### src/include/sfm_consts.vh
// register offsets, field positions and reset values of the supply fault monitor
`ifndef SFM_CONSTS_VH
`define SFM_CONSTS_VH

// register word offsets
`define SFM_OFS_RESULT0    5'h00
`define SFM_OFS_OVLIM0     5'h06
`define SFM_OFS_UVLIM0     5'h0C
`define SFM_OFS_MON_SEL    5'h12
`define SFM_OFS_FAULT_EN   5'h13
`define SFM_OFS_FAULT_INST 5'h14
`define SFM_OFS_FAULT_LAT  5'h15
`define SFM_OFS_SUMMARY    5'h16
`define SFM_OFS_PIN_CTRL   5'h17

// fault vector layout: [5:0] under, [11:6] over, [12] trim 0, [13] trim 1
`define SFM_FLT_UV_LSB     0
`define SFM_FLT_OV_LSB     6
`define SFM_FLT_DAC0       12
`define SFM_FLT_DAC1       13

// pin control fields
`define SFM_PC_CFG0_LSB    0
`define SFM_PC_CFG1_LSB    2
`define SFM_PC_VAL0        4
`define SFM_PC_VAL1        5
`define SFM_PC_ALERT_MASKN 6
`define SFM_PC_OVERRIDE    7
`define SFM_PC_ALERT_LVL   8

// result register new-data flag
`define SFM_RES_NEW        15

// pin function codes
`define SFM_FN_RELEASE     2'h0
`define SFM_FN_FLAG        2'h1
`define SFM_FN_OD_OUT      2'h2
`define SFM_FN_INPUT       2'h3

// limit codes that switch a comparison off, and trim codes that raise a trim fault
`define SFM_OV_INHIBIT     15'h3FFF
`define SFM_UV_INHIBIT     15'h4000
`define SFM_DAC_LOW        8'h00
`define SFM_DAC_HIGH       8'hFF

// reset values
`define SFM_RST_MON_SEL    6'h00
`define SFM_RST_FAULT_EN   14'h0000
`define SFM_RST_ALERT_MASKN 1'h1

`endif

### src/verilog/sfm_supply_fault_monitor.v
// supply fault monitor: limit compare, fault latches, alert and general pin logic
// Contract
// - over fault set when result above upper limit, cleared otherwise, per conversion.
// - upper limit 14'h3fff disables that channel's over fault.
// - under fault set when result below lower limit, cleared otherwise, per conversion.
// - lower limit 14'h4000 disables that channel's under fault.
// - after a pass, trim code 'h00 or 'hff sets that channel's trim fault.
// - six under, six over, two trim faults readable in one status read.
// - supply ok flag high with no voltage fault; on pin 0 and its value bit.
// - trim limit flag high with any trim fault; on pin 1 and its value bit.
// - results and limits are 15-bit two's complement, bit 14 is sign.
// - voltage faults of a channel refresh only while its monitor bit is high.
// - with latch enable high, latched bit sets with the instantaneous fault.
// - latched bit stays set after instantaneous fault clears until cleared.
// - writing a latch enable bit low clears its latched bit at once.
// - reading latched register returns bits then clears all fourteen.
// - summary read reports any latched fault without clearing them.
// - with alert mask low, alert pulled low while any latched fault set; level readable.
// - function 2'b10 makes pin an open-drain output of its value bit.
// - function 2'b11 makes pin an input read back through its value bit.
// - at reset both pins are outputs driving the inverse of the strap level.
// - override bit stops conversions and lets bus writes load result registers.
// - A-channel conversions get priority while either is in fast servo.
// - conversion sets a result's new-data bit; reading the result clears it.
//
// Implementation choices: the plain strobed port and the address map.
`timescale 1ns/100ps
`include "sfm_consts.vh"

module sfm_supply_fault_monitor #(
  parameter NCH = 6                        // voltage channels: 0 vdd,1 v12,2 ch0a,3 ch0b,4 ch1a,5 ch1b
) (
  input  wire        sys_clk,              // system clock, 50 MHz
  input  wire        reset_n,              // asynchronous reset, active low
  input  wire [4:0]  reg_addr,             // register word offset
  input  wire [15:0] reg_wdata,            // write data
  input  wire        reg_wr,               // write strobe
  input  wire        reg_rd,               // read strobe
  output reg  [15:0] reg_rdata,            // read data, cycle after reg_rd
  input  wire        conv_valid,           // one-cycle pulse: conversion done
  input  wire [2:0]  conv_chan,            // channel of conv_data
  input  wire [14:0] conv_data,            // signed conversion result
  input  wire        pass_done,            // one-cycle pulse: all enabled conversions done
  input  wire [7:0]  trim_code0,           // trim dac code, channel 0
  input  wire [7:0]  trim_code1,           // trim dac code, channel 1
  input  wire        fast_servo0,          // channel 0 in fast servo phase
  input  wire        fast_servo1,          // channel 1 in fast servo phase
  output wire        conv_run,             // sequencer may convert
  output wire [5:0]  conv_select,          // channels the sequencer should convert
  output wire        conv_prio_a,          // sequencer must favour the A channels
  input  wire        strap_level_pin,      // pin strap, sampled after reset
  input  wire        gpin0_in,             // general pin 0 level
  output wire        gpin0_out,            // general pin 0 drive value
  output wire        gpin0_oe,             // general pin 0 pulls low
  input  wire        gpin1_in,             // general pin 1 level
  output wire        gpin1_out,            // general pin 1 drive value
  output wire        gpin1_oe,             // general pin 1 pulls low
  input  wire        alert_in,             // alert pin level
  output wire        alert_out,            // alert drive value
  output wire        alert_oe              // alert pulls low
);

  // limit and result storage, limits deliberately without reset
  reg  [14:0] result_mem [0:NCH-1];
  reg  [14:0] ovlim_mem  [0:NCH-1];
  reg  [14:0] uvlim_mem  [0:NCH-1];
  reg  [NCH-1:0] new_reg;
  reg  [NCH-1:0] mon_sel_reg;
  reg  [13:0] fault_en_reg;
  reg  [13:0] inst_reg;
  reg  [13:0] inst_next;
  reg  [13:0] lat_reg;
  reg  [13:0] lat_next;
  reg  [13:0] set_evt;
  reg  [1:0]  cfg0_reg;
  reg  [1:0]  cfg1_reg;
  reg         val0_reg;
  reg         val1_reg;
  reg         alert_maskn_reg;
  reg         override_reg;
  reg         strap_done_reg;
  reg  [1:0]  strap_sync_reg;
  reg  [1:0]  strap_fill_reg;
  reg  [1:0]  g0_sync_reg;
  reg  [1:0]  g1_sync_reg;
  reg  [1:0]  al_sync_reg;
  reg  [15:0] rdata_next;
  reg  [14:0] cmp_val;
  reg  [2:0]  cmp_ch;
  reg         cmp_go;
  genvar      ch;

  wire        supply_ok_flag;
  wire        trim_limit_flag;
  wire        any_latched;
  wire        g0_val;
  wire        g1_val;
  wire [NCH-1:0] new_next;

  // index code for an address outside the register group
  localparam [2:0] NO_IDX = NCH;

  // address is a result, limit register: returns the index or NCH if not in range
  function [2:0] sfm_index;
    input [4:0] a;
    input [4:0] base;
    begin
      // a group spans fewer than eight words, so three low bits subtract cleanly
      if (a >= base && a < base + NCH[4:0])
        sfm_index = a[2:0] - base[2:0];
      else
        sfm_index = NO_IDX;
    end
  endfunction

  wire [2:0] res_idx = sfm_index(reg_addr, `SFM_OFS_RESULT0);
  wire [2:0] ov_idx  = sfm_index(reg_addr, `SFM_OFS_OVLIM0);
  wire [2:0] uv_idx  = sfm_index(reg_addr, `SFM_OFS_UVLIM0);

  // strap synchroniser; the fill bits mark when stage two holds a real sample
  always @(posedge sys_clk or negedge reset_n) begin
    if (!reset_n) begin
      strap_sync_reg <= 2'h0;
      strap_fill_reg <= 2'h0;
    end else begin
      strap_sync_reg <= {strap_sync_reg[0], strap_level_pin};
      strap_fill_reg <= {strap_fill_reg[0], 1'b1};
    end
  end

  // pin level synchronisers; pins idle high behind their pull-ups
  always @(posedge sys_clk or negedge reset_n) begin
    if (!reset_n) begin
      g0_sync_reg    <= 2'h3;
      g1_sync_reg    <= 2'h3;
      al_sync_reg    <= 2'h3;
    end else begin
      g0_sync_reg    <= {g0_sync_reg[0], gpin0_in};
      g1_sync_reg    <= {g1_sync_reg[0], gpin1_in};
      al_sync_reg    <= {al_sync_reg[0], alert_in};
    end
  end

  // sequencer handshake: the bus owns the result registers while override is set
  assign conv_run    = ~override_reg;
  assign conv_select = mon_sel_reg;
  assign conv_prio_a = fast_servo0 | fast_servo1;

  // pick the value to compare: conversion, or a bus write during override
  always @* begin
    cmp_go  = 1'b0;
    cmp_ch  = conv_chan;
    cmp_val = conv_data;
    if (override_reg) begin
      if (reg_wr && res_idx != NCH[2:0]) begin
        cmp_go  = 1'b1;
        cmp_ch  = res_idx;
        cmp_val = reg_wdata[14:0];
      end
    end else if (conv_valid && conv_chan < NCH[2:0]) begin
      cmp_go = 1'b1;
    end
  end

  // instantaneous faults and the set events that feed the latches
  always @* begin
    inst_next = inst_reg;
    set_evt   = 14'h0000;
    if (cmp_go && mon_sel_reg[cmp_ch]) begin
      // signed compare so negative results order correctly
      inst_next[`SFM_FLT_OV_LSB + cmp_ch] =
        ($signed(cmp_val) > $signed(ovlim_mem[cmp_ch])) &&
        (ovlim_mem[cmp_ch] != `SFM_OV_INHIBIT);
      inst_next[`SFM_FLT_UV_LSB + cmp_ch] =
        ($signed(cmp_val) < $signed(uvlim_mem[cmp_ch])) &&
        (uvlim_mem[cmp_ch] != `SFM_UV_INHIBIT);
      set_evt[`SFM_FLT_OV_LSB + cmp_ch] = inst_next[`SFM_FLT_OV_LSB + cmp_ch];
      set_evt[`SFM_FLT_UV_LSB + cmp_ch] = inst_next[`SFM_FLT_UV_LSB + cmp_ch];
    end
    if (pass_done) begin
      inst_next[`SFM_FLT_DAC0] = (trim_code0 == `SFM_DAC_LOW) || (trim_code0 == `SFM_DAC_HIGH);
      inst_next[`SFM_FLT_DAC1] = (trim_code1 == `SFM_DAC_LOW) || (trim_code1 == `SFM_DAC_HIGH);
      set_evt[`SFM_FLT_DAC0]   = inst_next[`SFM_FLT_DAC0];
      set_evt[`SFM_FLT_DAC1]   = inst_next[`SFM_FLT_DAC1];
    end
  end

  // latched faults: a set in the clearing cycle wins over the clear
  always @* begin
    lat_next = lat_reg;
    if (reg_rd && reg_addr == `SFM_OFS_FAULT_LAT)
      lat_next = 14'h0000;
    if (reg_wr && reg_addr == `SFM_OFS_FAULT_EN)
      lat_next = lat_next & reg_wdata[13:0];
    else
      lat_next = lat_next & fault_en_reg;
    if (reg_wr && reg_addr == `SFM_OFS_FAULT_EN)
      lat_next = lat_next | (set_evt & reg_wdata[13:0]);
    else
      lat_next = lat_next | (set_evt & fault_en_reg);
  end

  // flags that the general pins can show
  assign supply_ok_flag  = ~|inst_reg[11:0];
  assign trim_limit_flag = inst_reg[`SFM_FLT_DAC0] | inst_reg[`SFM_FLT_DAC1];

  // any latched fault feeds both the alert and the summary read
  assign any_latched     = |lat_reg;

  // general pins are open drain: they never drive high
  assign gpin0_out = 1'b0;
  assign gpin1_out = 1'b0;

  // pin enables: enable means pulling low
  assign gpin0_oe  = (cfg0_reg == `SFM_FN_OD_OUT) ? ~val0_reg :
                     (cfg0_reg == `SFM_FN_FLAG) ? ~supply_ok_flag : 1'b0;
  assign gpin1_oe  = (cfg1_reg == `SFM_FN_OD_OUT) ? ~val1_reg :
                     (cfg1_reg == `SFM_FN_FLAG) ? ~trim_limit_flag : 1'b0;

  // alert pulls low while unmasked and any fault is latched
  assign alert_out = 1'b0;
  assign alert_oe  = ~alert_maskn_reg & any_latched;

  // pin 0 value bit: input level, supply ok flag or written value
  assign g0_val = (cfg0_reg == `SFM_FN_INPUT) ? g0_sync_reg[1] :
                  (cfg0_reg == `SFM_FN_FLAG) ? supply_ok_flag : val0_reg;

  // pin 1 value bit: input level, trim limit flag or written value
  assign g1_val = (cfg1_reg == `SFM_FN_INPUT) ? g1_sync_reg[1] :
                  (cfg1_reg == `SFM_FN_FLAG) ? trim_limit_flag : val1_reg;

  // fault status registers
  always @(posedge sys_clk or negedge reset_n) begin
    if (!reset_n) begin
      inst_reg <= 14'h0000;
      lat_reg  <= 14'h0000;
    end else begin
      inst_reg <= inst_next;
      lat_reg  <= lat_next;
    end
  end

  // control registers; pins stay released until the strap has really been seen
  always @(posedge sys_clk or negedge reset_n) begin
    if (!reset_n) begin
      mon_sel_reg     <= `SFM_RST_MON_SEL;
      fault_en_reg    <= `SFM_RST_FAULT_EN;
      new_reg         <= {NCH{1'b0}};
      cfg0_reg        <= `SFM_FN_OD_OUT;
      cfg1_reg        <= `SFM_FN_OD_OUT;
      val0_reg        <= 1'b1;
      val1_reg        <= 1'b1;
      alert_maskn_reg <= `SFM_RST_ALERT_MASKN;
      override_reg    <= 1'b0;
      strap_done_reg  <= 1'b0;
    end else begin
      new_reg <= new_next;
      // strap level reaches the pins once the synchroniser has filled
      if (!strap_done_reg && strap_fill_reg[1]) begin
        strap_done_reg <= 1'b1;
        val0_reg       <= ~strap_sync_reg[1];
        val1_reg       <= ~strap_sync_reg[1];
      end
      if (reg_wr) begin
        if (reg_addr == `SFM_OFS_MON_SEL) begin
          mon_sel_reg <= reg_wdata[NCH-1:0];
        end else if (reg_addr == `SFM_OFS_FAULT_EN) begin
          fault_en_reg <= reg_wdata[13:0];
        end else if (reg_addr == `SFM_OFS_PIN_CTRL) begin
          cfg0_reg        <= reg_wdata[`SFM_PC_CFG0_LSB +: 2];
          cfg1_reg        <= reg_wdata[`SFM_PC_CFG1_LSB +: 2];
          val0_reg        <= reg_wdata[`SFM_PC_VAL0];
          val1_reg        <= reg_wdata[`SFM_PC_VAL1];
          alert_maskn_reg <= reg_wdata[`SFM_PC_ALERT_MASKN];
          override_reg    <= reg_wdata[`SFM_PC_OVERRIDE];
        end
      end
    end
  end

  // new-data flags: a conversion in the read cycle keeps its flag
  generate
    for (ch = 0; ch < NCH; ch = ch + 1) begin : g_new
      localparam [2:0] CH_IDX = ch;
      assign new_next[ch] = (cmp_go && cmp_ch == CH_IDX) ? 1'b1 :
                            (reg_rd && res_idx == CH_IDX) ? 1'b0 : new_reg[ch];
    end
  endgenerate

  // result storage: a conversion, or a bus write while override holds the bus
  always @(posedge sys_clk) begin
    if (cmp_go)
      result_mem[cmp_ch] <= cmp_val;
  end

  // limit storage; limits carry no reset, software must load them first
  always @(posedge sys_clk) begin
    if (reg_wr && ov_idx != NCH[2:0])
      ovlim_mem[ov_idx] <= reg_wdata[14:0];
    if (reg_wr && uv_idx != NCH[2:0])
      uvlim_mem[uv_idx] <= reg_wdata[14:0];
  end

  // read mux; unmapped offsets read as zero
  always @* begin
    rdata_next = 16'h0000;
    if (res_idx != NCH[2:0]) begin
      rdata_next = {new_reg[res_idx], result_mem[res_idx]};
    end else if (ov_idx != NCH[2:0]) begin
      rdata_next = {1'b0, ovlim_mem[ov_idx]};
    end else if (uv_idx != NCH[2:0]) begin
      rdata_next = {1'b0, uvlim_mem[uv_idx]};
    end else if (reg_addr == `SFM_OFS_MON_SEL) begin
      rdata_next[NCH-1:0] = mon_sel_reg;
    end else if (reg_addr == `SFM_OFS_FAULT_EN) begin
      rdata_next[13:0] = fault_en_reg;
    end else if (reg_addr == `SFM_OFS_FAULT_INST) begin
      rdata_next[13:0] = inst_reg;
    end else if (reg_addr == `SFM_OFS_FAULT_LAT) begin
      rdata_next[13:0] = lat_reg;
    end else if (reg_addr == `SFM_OFS_SUMMARY) begin
      rdata_next[0] = any_latched;
    end else if (reg_addr == `SFM_OFS_PIN_CTRL) begin
      rdata_next[`SFM_PC_CFG0_LSB +: 2] = cfg0_reg;
      rdata_next[`SFM_PC_CFG1_LSB +: 2] = cfg1_reg;
      rdata_next[`SFM_PC_VAL0]          = g0_val;
      rdata_next[`SFM_PC_VAL1]          = g1_val;
      rdata_next[`SFM_PC_ALERT_MASKN]   = alert_maskn_reg;
      rdata_next[`SFM_PC_OVERRIDE]      = override_reg;
      rdata_next[`SFM_PC_ALERT_LVL]     = al_sync_reg[1];
    end
  end

  // read data stands only in the cycle after the strobe
  always @(posedge sys_clk or negedge reset_n) begin
    if (!reset_n)
      reg_rdata <= 16'h0000;
    else if (reg_rd)
      reg_rdata <= rdata_next;
    else
      reg_rdata <= 16'h0000;
  end

endmodule

### config.mk
export PLATFORM = sky130hd
export DESIGN_NAME = sfm_supply_fault_monitor
export DESIGN_NICKNAME = d
export VERILOG_FILES = /design/src/verilog/sfm_supply_fault_monitor.v
export VERILOG_INCLUDE_DIRS = /design/src /design/src/include
export SDC_FILE = /design/constraint.sdc
export NUM_CORES = 1
export LEC_CHECK = 0
export ABC_AREA = 1
export CAP_MARGIN = 20
export CORE_ASPECT_RATIO = 0.5
export CORE_UTILIZATION = 30
export CTS_BUF_LIST = sky130_fd_sc_hd__clkbuf_4 sky130_fd_sc_hd__clkbuf_8
export CTS_CLUSTER_DIAMETER = 120
export DETAILED_ROUTE_END_ITERATION = 8
export DONT_BUFFER_PORTS = 1
export GPL_TIMING_DRIVEN = 0
export PLACE_DENSITY = 0.51
export SLEW_MARGIN = 20
export SYNTH_ARGS = -nofsm -noshare
export SYNTH_HDL_FRONTEND = slang
export SYNTH_SLANG_ARGS = --single-unit
### constraint.sdc
create_clock -name sys_clk -period 9.45 [get_ports sys_clk]
set_input_delay 1.89 -clock sys_clk [delete_from_list [all_inputs] [get_ports sys_clk]]
set_output_delay 1.89 -clock sys_clk [all_outputs]
set_load 0.03 [all_outputs]
==> flow_metrics.py, run 1 <==
metrics = {
    "sta": {
        "report.final.slew_viol_count": 0,
        "finalSetupViolCount": 0,
        "post-route-period-util": 0.727,
        "fmax_ghz": 0.146,
        "hold_viol_final": 0,
        "layout_setup_ws_ps": 2580,
        "clock_skew_ps": 43.7,
        "tightest_slew_ps": 1160,
        "timing.setup.tns_ps": 0,
        "grt_setup_unrepaired": "false",
        "period_needed_ps": 6870,
        "slew_headroom": 0.207,
    },
    "placement": {
        "dp_cells": 2735,
        "port_buffers": 0,
        "finalWeightedCongestion": 0.952,
        "placement.setup.worst_slack_ps": 2140,
        "hpwl_um": 50800,
    },
    "logic_synthesis": {
        "synth_edf_count": 270,
        "seq_area_frac_synth": 0.572,
        "synth.largest_area_cell": "edfxtp_1",
        "synth.distinct_cells": 63,
        "postSynth.topFlopCell": "edfxtp_1",
        "synthXorXnorAreaFrac": 0,
        "yosysTopAreaCellShare": 0.448,
        "async_flop_share": 0.248,
        "postSynthCellCount": 1896,
        "avgSynthCellArea_um2": 9.55,
        "synth_fa_ha_area_frac": 0.0263,
        "synth_simple_gate_area_share": 0.205,
        "synth.cell_area_um2": 18100,
        "dominant_combinational_cell_family_by_area_after_synthesis": "simple AND/OR/NAND/NOR gates",
        "muxShareOfSynthArea": 0.000553,
        "ys_seq_elements": 359,
        "synth_compound_gate_area_share": 0.131,
        "synth_area_leaders": "edfxtp_1, dfrtp_1, nand2_1",
        "yosys_warnings": 0,
    },
    "routing": {
        "first_drt_pass_iteration_count": 6,
        "viasPerCell": 5.33,
        "wl_per_cell_um": 24.5,
        "routed-via-count": 15168,
        "first_iter_violations": 2119,
        "drc": 0,
        "detail-route-antenna-nets": 0,
        "finalWirelength_um": 69700,
    },
    "clocking": {
        "cts-hold-fix-buffers": 0,
        "cts.reportedPaths.clkPinSlew_ps": 60,
        "clk_path_buf_depth": 3,
        "cts_setup_buffers": 0,
        "ctsRootBufferMaster": "clkbuf_8",
        "number_of_buffers_added_by_the_clock_tree_synthesis_step": 57,
        "clock_tree_from_tritoncts": "yes",
        "clock-sinks": 359,
        "htree_num_levels": 2,
        "clk-insertion-delay-late_ps": 660,
        "post_cts.resized_instances": 0,
    },
    "power": {
        "power.share.switching": 0.313,
        "p_per_area_nw_per_um2": 195,
        "leakage_power_nw": 8.22,
        "totalPowerFinal_mw": 4.04,
        "clock_power_share": 0.360,
        "p_sw_mw": 1.26,
        "ir_worst_vdd_mv": 0.102,
        "pwr-share-comb": 0.172,
        "power.internal_mw": 2.77,
        "sequential_group_share_of_total_power": 0.468,
    },
    "floorplan": {
        "fp-row-count": 63,
        "die_y_um": 176,
        "initial_utilization": 0.304,
        "total_die_area_um2": 61400,
        "dieWidth_um": 349,
        "io_pins": 97,
        "floorplan.core_area_um2": 59400,
    },
    "global_routing": {
        "grt_pass1_wl_um": 99100,
        "globalRouteMet3Util": 0.0460,
        "busiest_layer": "met1",
        "grt_residual_overflow": 0,
        "first_global_vias": 13909,
        "antenna_found_initial": 3,
        "grtUsageTotal": 0.225,
        "grt.met1_usage": 0.333,
        "grt_start_max_net_pins": 90,
        "grtUsageMet2": 0.328,
    },
    "worst_setup_path": {
        "rrSetupSlack_ps": 3850,
        "reg2reg_to": "lat_reg[12]",
        "worst_path_max_delay_cell": "buf_2",
        "critical_path.endpoint_type": "flip-flop",
        "critPathArrivalTime_ps": 7420,
        "critical-path-top-cell-by-count": "nand2_1",
        "r2r-start": "override_reg",
        "slowest_stage_delay_cp_ps": 440,
        "timing.critical_path.required_ps": 10000,
        "element_type_at_the_critical_path_start": "input pin",
        "critPathKind": "input pin to flip-flop",
        "timing.critical_path.fanout_max": 10,
        "critical_path.endpoint": "lat_reg[12]",
        "worst-r2r-cell-count": 32,
        "timing.critical_path.from": "reg_addr[0]",
    },
    "final_layout": {
        "finalNetCount": 2087,
        "mostFrequentLayoutCells": "nand2_1, edfxtp_1, inv_1",
        "layout_cells_excl_fill": 2844,
        "post_route_cells_drive_above_1_share": 0.127,
        "area_growth_syn_to_layout_pct": 14.2,
        "final_util": 0.348,
        "layout_top_registers": "ovlim_mem x90, result_mem x90, uvlim_mem x90",
        "mostFrequentLayoutCell": "nand2_1",
        "nFillCells": 6070,
    },
    "run_status": {
        "outcome": "finished, final reports clean",
    },
    "worst_hold_path": {
        "hold_class": "flip-flop to flip-flop",
    },
    "job": {
        "timing.max_cap.violations": 0,
    },
}
[layer usage]
metal  wire length, µm  vias up
met5                 0        -
met4              2030        0
met3              6950      120
met2             29400      783
met1             31400     7469
li1                  -     6796
[cells in the mapped netlist (12+ instances only)]
cell / n
nand4_1: 24
a21oi_1: 74
inv_1: 200
buf_2: 12
ha_1: 38
o211ai_1: 23
o21ai_0: 117
o22ai_1: 50
nor3_1: 19
or2_2: 18
buf_4: 12
edfxtp_1: 270
clkbuf_1: 37
nand3_1: 112
nor4_1: 16
o221ai_1: 25
nor2_1: 211
dfrtp_1: 78
nand2_1: 397
[worst max-delay path: cells and delay by family]
kind,cells,cell delay (ps)
buffers and inverters,5,1050
AO/OA/AOI/OAI,9,1660
adder cells (fa/ha/maj),1,320
AND/OR/NAND/NOR,21,2440
[area by class of cell]
class,count,area (µm²),area share
Sequential cell,359,10300,0.501
Multi-Input combinational cell,1258,6660,0.322
Clock buffer,96,1160,0.0563
Tap cell,812,1020,0.0491
Inverter,214,808,0.0391
Buffer,67,360,0.0174
Timing Repair Buffer,25,240,0.0116
Clock inverter,12,77.6,0.00375
Antenna cell,1,2.50,0.000121
[metrics by stage]
| step | hold slack, ps | instance area (µm²) |
|---|---|---|
| floorplan | 331 | 18100 |
| global placement | 333 | 19100 |
| detailed placement | 340 | 19400 |
| CTS | 355 | 20700 |
| global route | 355 | 20700 |
| finish | 351 | 20700 |
[power groups by stage]
stage | registers (mW) | logic, mW | clock network [mW]
4_1_cts | 1.89 | 0.675 | 1.46
2_1_floorplan | 1.90 | 0.427 | 0
5_1_grt | 1.90 | 0.747 | 1.53
3_5_place_dp | 1.92 | 0.673 | 0
3_3_place_gp | 1.92 | 0.659 | 0
6_report | 1.89 | 0.692 | 1.45
[worst min-delay path by stage]
stage                      start           endpoint  slack (ps)  cells past startpoint
3_3_place_gp   strap_fill_reg[0]  strap_fill_reg[1]         330                      0
6_report       strap_fill_reg[0]  strap_fill_reg[1]         350                      0
5_1_grt           g1_sync_reg[0]     g1_sync_reg[1]         360                      0
3_5_place_dp   strap_fill_reg[0]  strap_fill_reg[1]         340                      0
2_1_floorplan  strap_fill_reg[0]  strap_fill_reg[1]         330                      0
4_1_cts        strap_fill_reg[0]  strap_fill_reg[1]         360                      0
[cell families after synthesis]
logic type | Yosys count
and+or+nand+nor | 839
AOI/OAI and AO/OA | 376
DFF | 359
buffers and inverters | 281
adders and majority gates | 38
other | 2
muxes | 1
(Power assumes the default switching activity.)
==> inputs of run 2 (changes only) <==
Settings changed: ABC_AREA 1 to 0, PLACE_DENSITY 0.51 to 0.52.
Clock period 9.45 ns to 5.55 ns, I/O delays scaled along.
==> run 2 against run 1 <==
Effect of this change: routed wire length up 6.3%; clock power up 74%; die area up 1.3%; combinational power up 63%; cell count down 11%; sequential share of layout area down 2.3 points; hold slack worse by 180 ps.
==> flow_metrics.py, run 2 <==
metrics = {
    "run_status": {
        "outcome": "finished, final reports clean",
    },
    "routing": {
        "detail-route-antenna-nets": 0,
        "wl_per_cell_um": 29.4,
        "drc": 0,
        "first_drt_pass_iteration_count": 6,
        "viasPerCell": 5.90,
        "routed-via-count": 14898,
        "finalWirelength_um": 74100,
        "first_iter_violations": 2020,
    },
    "floorplan": {
        "dieWidth_um": 352,
        "total_die_area_um2": 62100,
        "fp-row-count": 63,
        "io_pins": 97,
        "initial_utilization": 0.306,
        "floorplan.core_area_um2": 59800,
        "die_y_um": 177,
    },
    "sta": {
        "hold_ws_ps": 169,
        "timing.setup.tns_ps": 0,
        "period_needed_ps": 5470,
        "clock_skew_ps": 32.8,
        "tightest_slew_ps": 1190,
        "hold_viol_final": 0,
        "layout_setup_ws_ps": 83.2,
        "finalSetupViolCount": 0,
        "post-route-period-util": 0.985,
        "report.final.slew_viol_count": 0,
        "fmax_ghz": 0.183,
        "slew_headroom": 0.198,
    },
    "logic_synthesis": {
        "synth.largest_area_cell": "edfxtp_1",
        "postSynth.topFlopCell": "edfxtp_1",
        "ys_seq_elements": 359,
        "yosysTopAreaCellShare": 0.442,
        "postSynthCellCount": 1557,
        "synth_area_leaders": "edfxtp_1, dfrtp_1, mux2i_1",
        "synth.cell_area_um2": 18300,
        "ys_top_cells_by_count": "edfxtp_1, nand2_1, a21oi_1, nor2_1, o21ai_0",
        "async_flop_share": 0.248,
        "seq_area_frac_synth": 0.565,
        "yosys_warnings": 0,
        "synth_most_common_cell": "edfxtp_1",
        "synth_edf_count": 270,
        "avgSynthCellArea_um2": 11.8,
        "synth.distinct_cells": 77,
    },
    "final_layout": {
        "layout_cells_excl_fill": 2524,
        "layout_top_registers": "ovlim_mem x90, result_mem x90, uvlim_mem x90",
        "mostFrequentLayoutCell": "edfxtp_1",
        "mostFrequentLayoutCells": "edfxtp_1, nand2_1, a21oi_1",
        "post_route_cells_drive_above_1_share": 0.207,
        "finalNetCount": 1768,
        "area_growth_syn_to_layout_pct": 18.2,
        "n_antenna_cell": 0,
        "finish.instance_area_um2": 21700,
        "final_util": 0.362,
    },
    "placement": {
        "hpwl_um": 53300,
        "dp_cells": 2391,
        "port_buffers": 0,
        "placement.setup.worst_slack_ps": -1910,
        "placedInstanceArea_um2": 19700,
        "finalWeightedCongestion": 0.987,
    },
    "clocking": {
        "cts.reportedPaths.clkPinSlew_ps": 70,
        "htree_num_levels": 2,
        "clock-sinks": 359,
        "number_of_buffers_added_by_the_clock_tree_synthesis_step": 57,
        "ctsRootBufferMaster": "clkbuf_8",
        "clk-insertion-delay-late_ps": 640,
        "clock_tree_from_tritoncts": "yes",
        "clk_path_buf_depth": 3,
        "cts-hold-fix-buffers": 0,
    },
    "power": {
        "leakage_power_nw": 7.73,
        "p_per_area_nw_per_um2": 316,
        "totalPowerFinal_mw": 6.85,
        "ir_worst_vdd_mv": 0.110,
    },
    "worst_setup_path": {
        "r2r-start": "override_reg",
        "crit_chain": "buf_2, clkbuf_1, inv_1, ha_1, nor2b_1, o21ai_0, o21ai_1, and2_1, clkbuf_1, buf_1, mux2i_1, o221ai_1, a221oi_1, nor2_1",
        "rrSetupSlack_ps": 200,
        "worst_path_max_delay_cell": "a221oi_1",
        "critical_path.endpoint_type": "flip-flop",
        "timing.critical_path.max_delay_family": "compound AO/OA/AOI/OAI gates",
        "slowest_stage_delay_cp_ps": 1010,
        "path_buf_inv": 5,
        "critPathKind": "input pin to flip-flop",
        "timing.critical_path.required_ps": 6010,
        "critical-path-top-cell-by-count": "clkbuf_1",
        "timing.critical_path.from": "reg_addr[1]",
        "critPathArrivalTime_ps": 5930,
        "timing.critical_path.fanout_max": 10,
        "element_type_at_the_critical_path_start": "input pin",
    },
    "global_routing": {
        "grt.met1_usage": 0.323,
        "busiest_layer": "met2",
        "grt_pass1_wl_um": 104000,
        "antenna_found_initial": 2,
        "grt_residual_overflow": 0,
        "grt_start_max_net_pins": 90,
        "globalRouteMet3Util": 0.0582,
        "grtUsageTotal": 0.235,
        "grtUsageMet2": 0.356,
        "first_global_vias": 14200,
    },
    "worst_hold_path": {
        "hold_class": "input pin to async pin",
    },
    "job": {
        "timing.max_cap.violations": 0,
    },
}
run 2: cell families (layout without fill, tap and decap cells):
group,after synthesis,count (layout),synth area share
and+or+nand+nor,463,463,0.122
buffers and inverters,132,285,0.0303
other,2,4,0.000410
AOI/OAI and AO/OA,428,428,0.159
muxes,135,135,0.0971
DFF,359,359,0.565
adders and majority gates,38,38,0.0259
run 2: per-layer routing:
metal | vias to the layer above | part of all wire
met5 | - | 0.00013
met4 | 2 | 0.040
met3 | 161 | 0.10
met2 | 885 | 0.43
met1 | 7548 | 0.42
li1 | 6302 | -
run 2: final timing paths:
check                      depth (start not counted)           endpoint
max in group asynchronous                          0     g0_sync_reg[0]
setup / recovery                                  14      reg_rdata[11]
min in group sys_clk                               0  strap_fill_reg[1]
setup reg to reg                                  27         lat_reg[8]
hold / removal                                     0       reg_rdata[9]
hold reg to reg                                    0  strap_fill_reg[1]
run 2: area by class of cell:
cell class	count	area [µm²]
fillers	5880	38200
flip-flops and latches	359	10300
multi-input cells	1068	7850
clock buffers	90	1100
well taps	812	1020
plain buffers	94	563
repair buffers	49	474
clock inverters	18	171
inverters	34	134
run 2: where the power goes:
part	internal (mW)	switching (mW)
registers	3.04	0.164
logic	0.393	0.733
clock network	1.40	1.11
run 2: repair_timing:
| action | in CTS | in global routing |
|---|---|---|
| setup buffers | 14 | 15 |
| pin swaps | 14 | 22 |
| setup endpoints to repair | 35 | 15 |
| resized for setup | 64 | 66 |
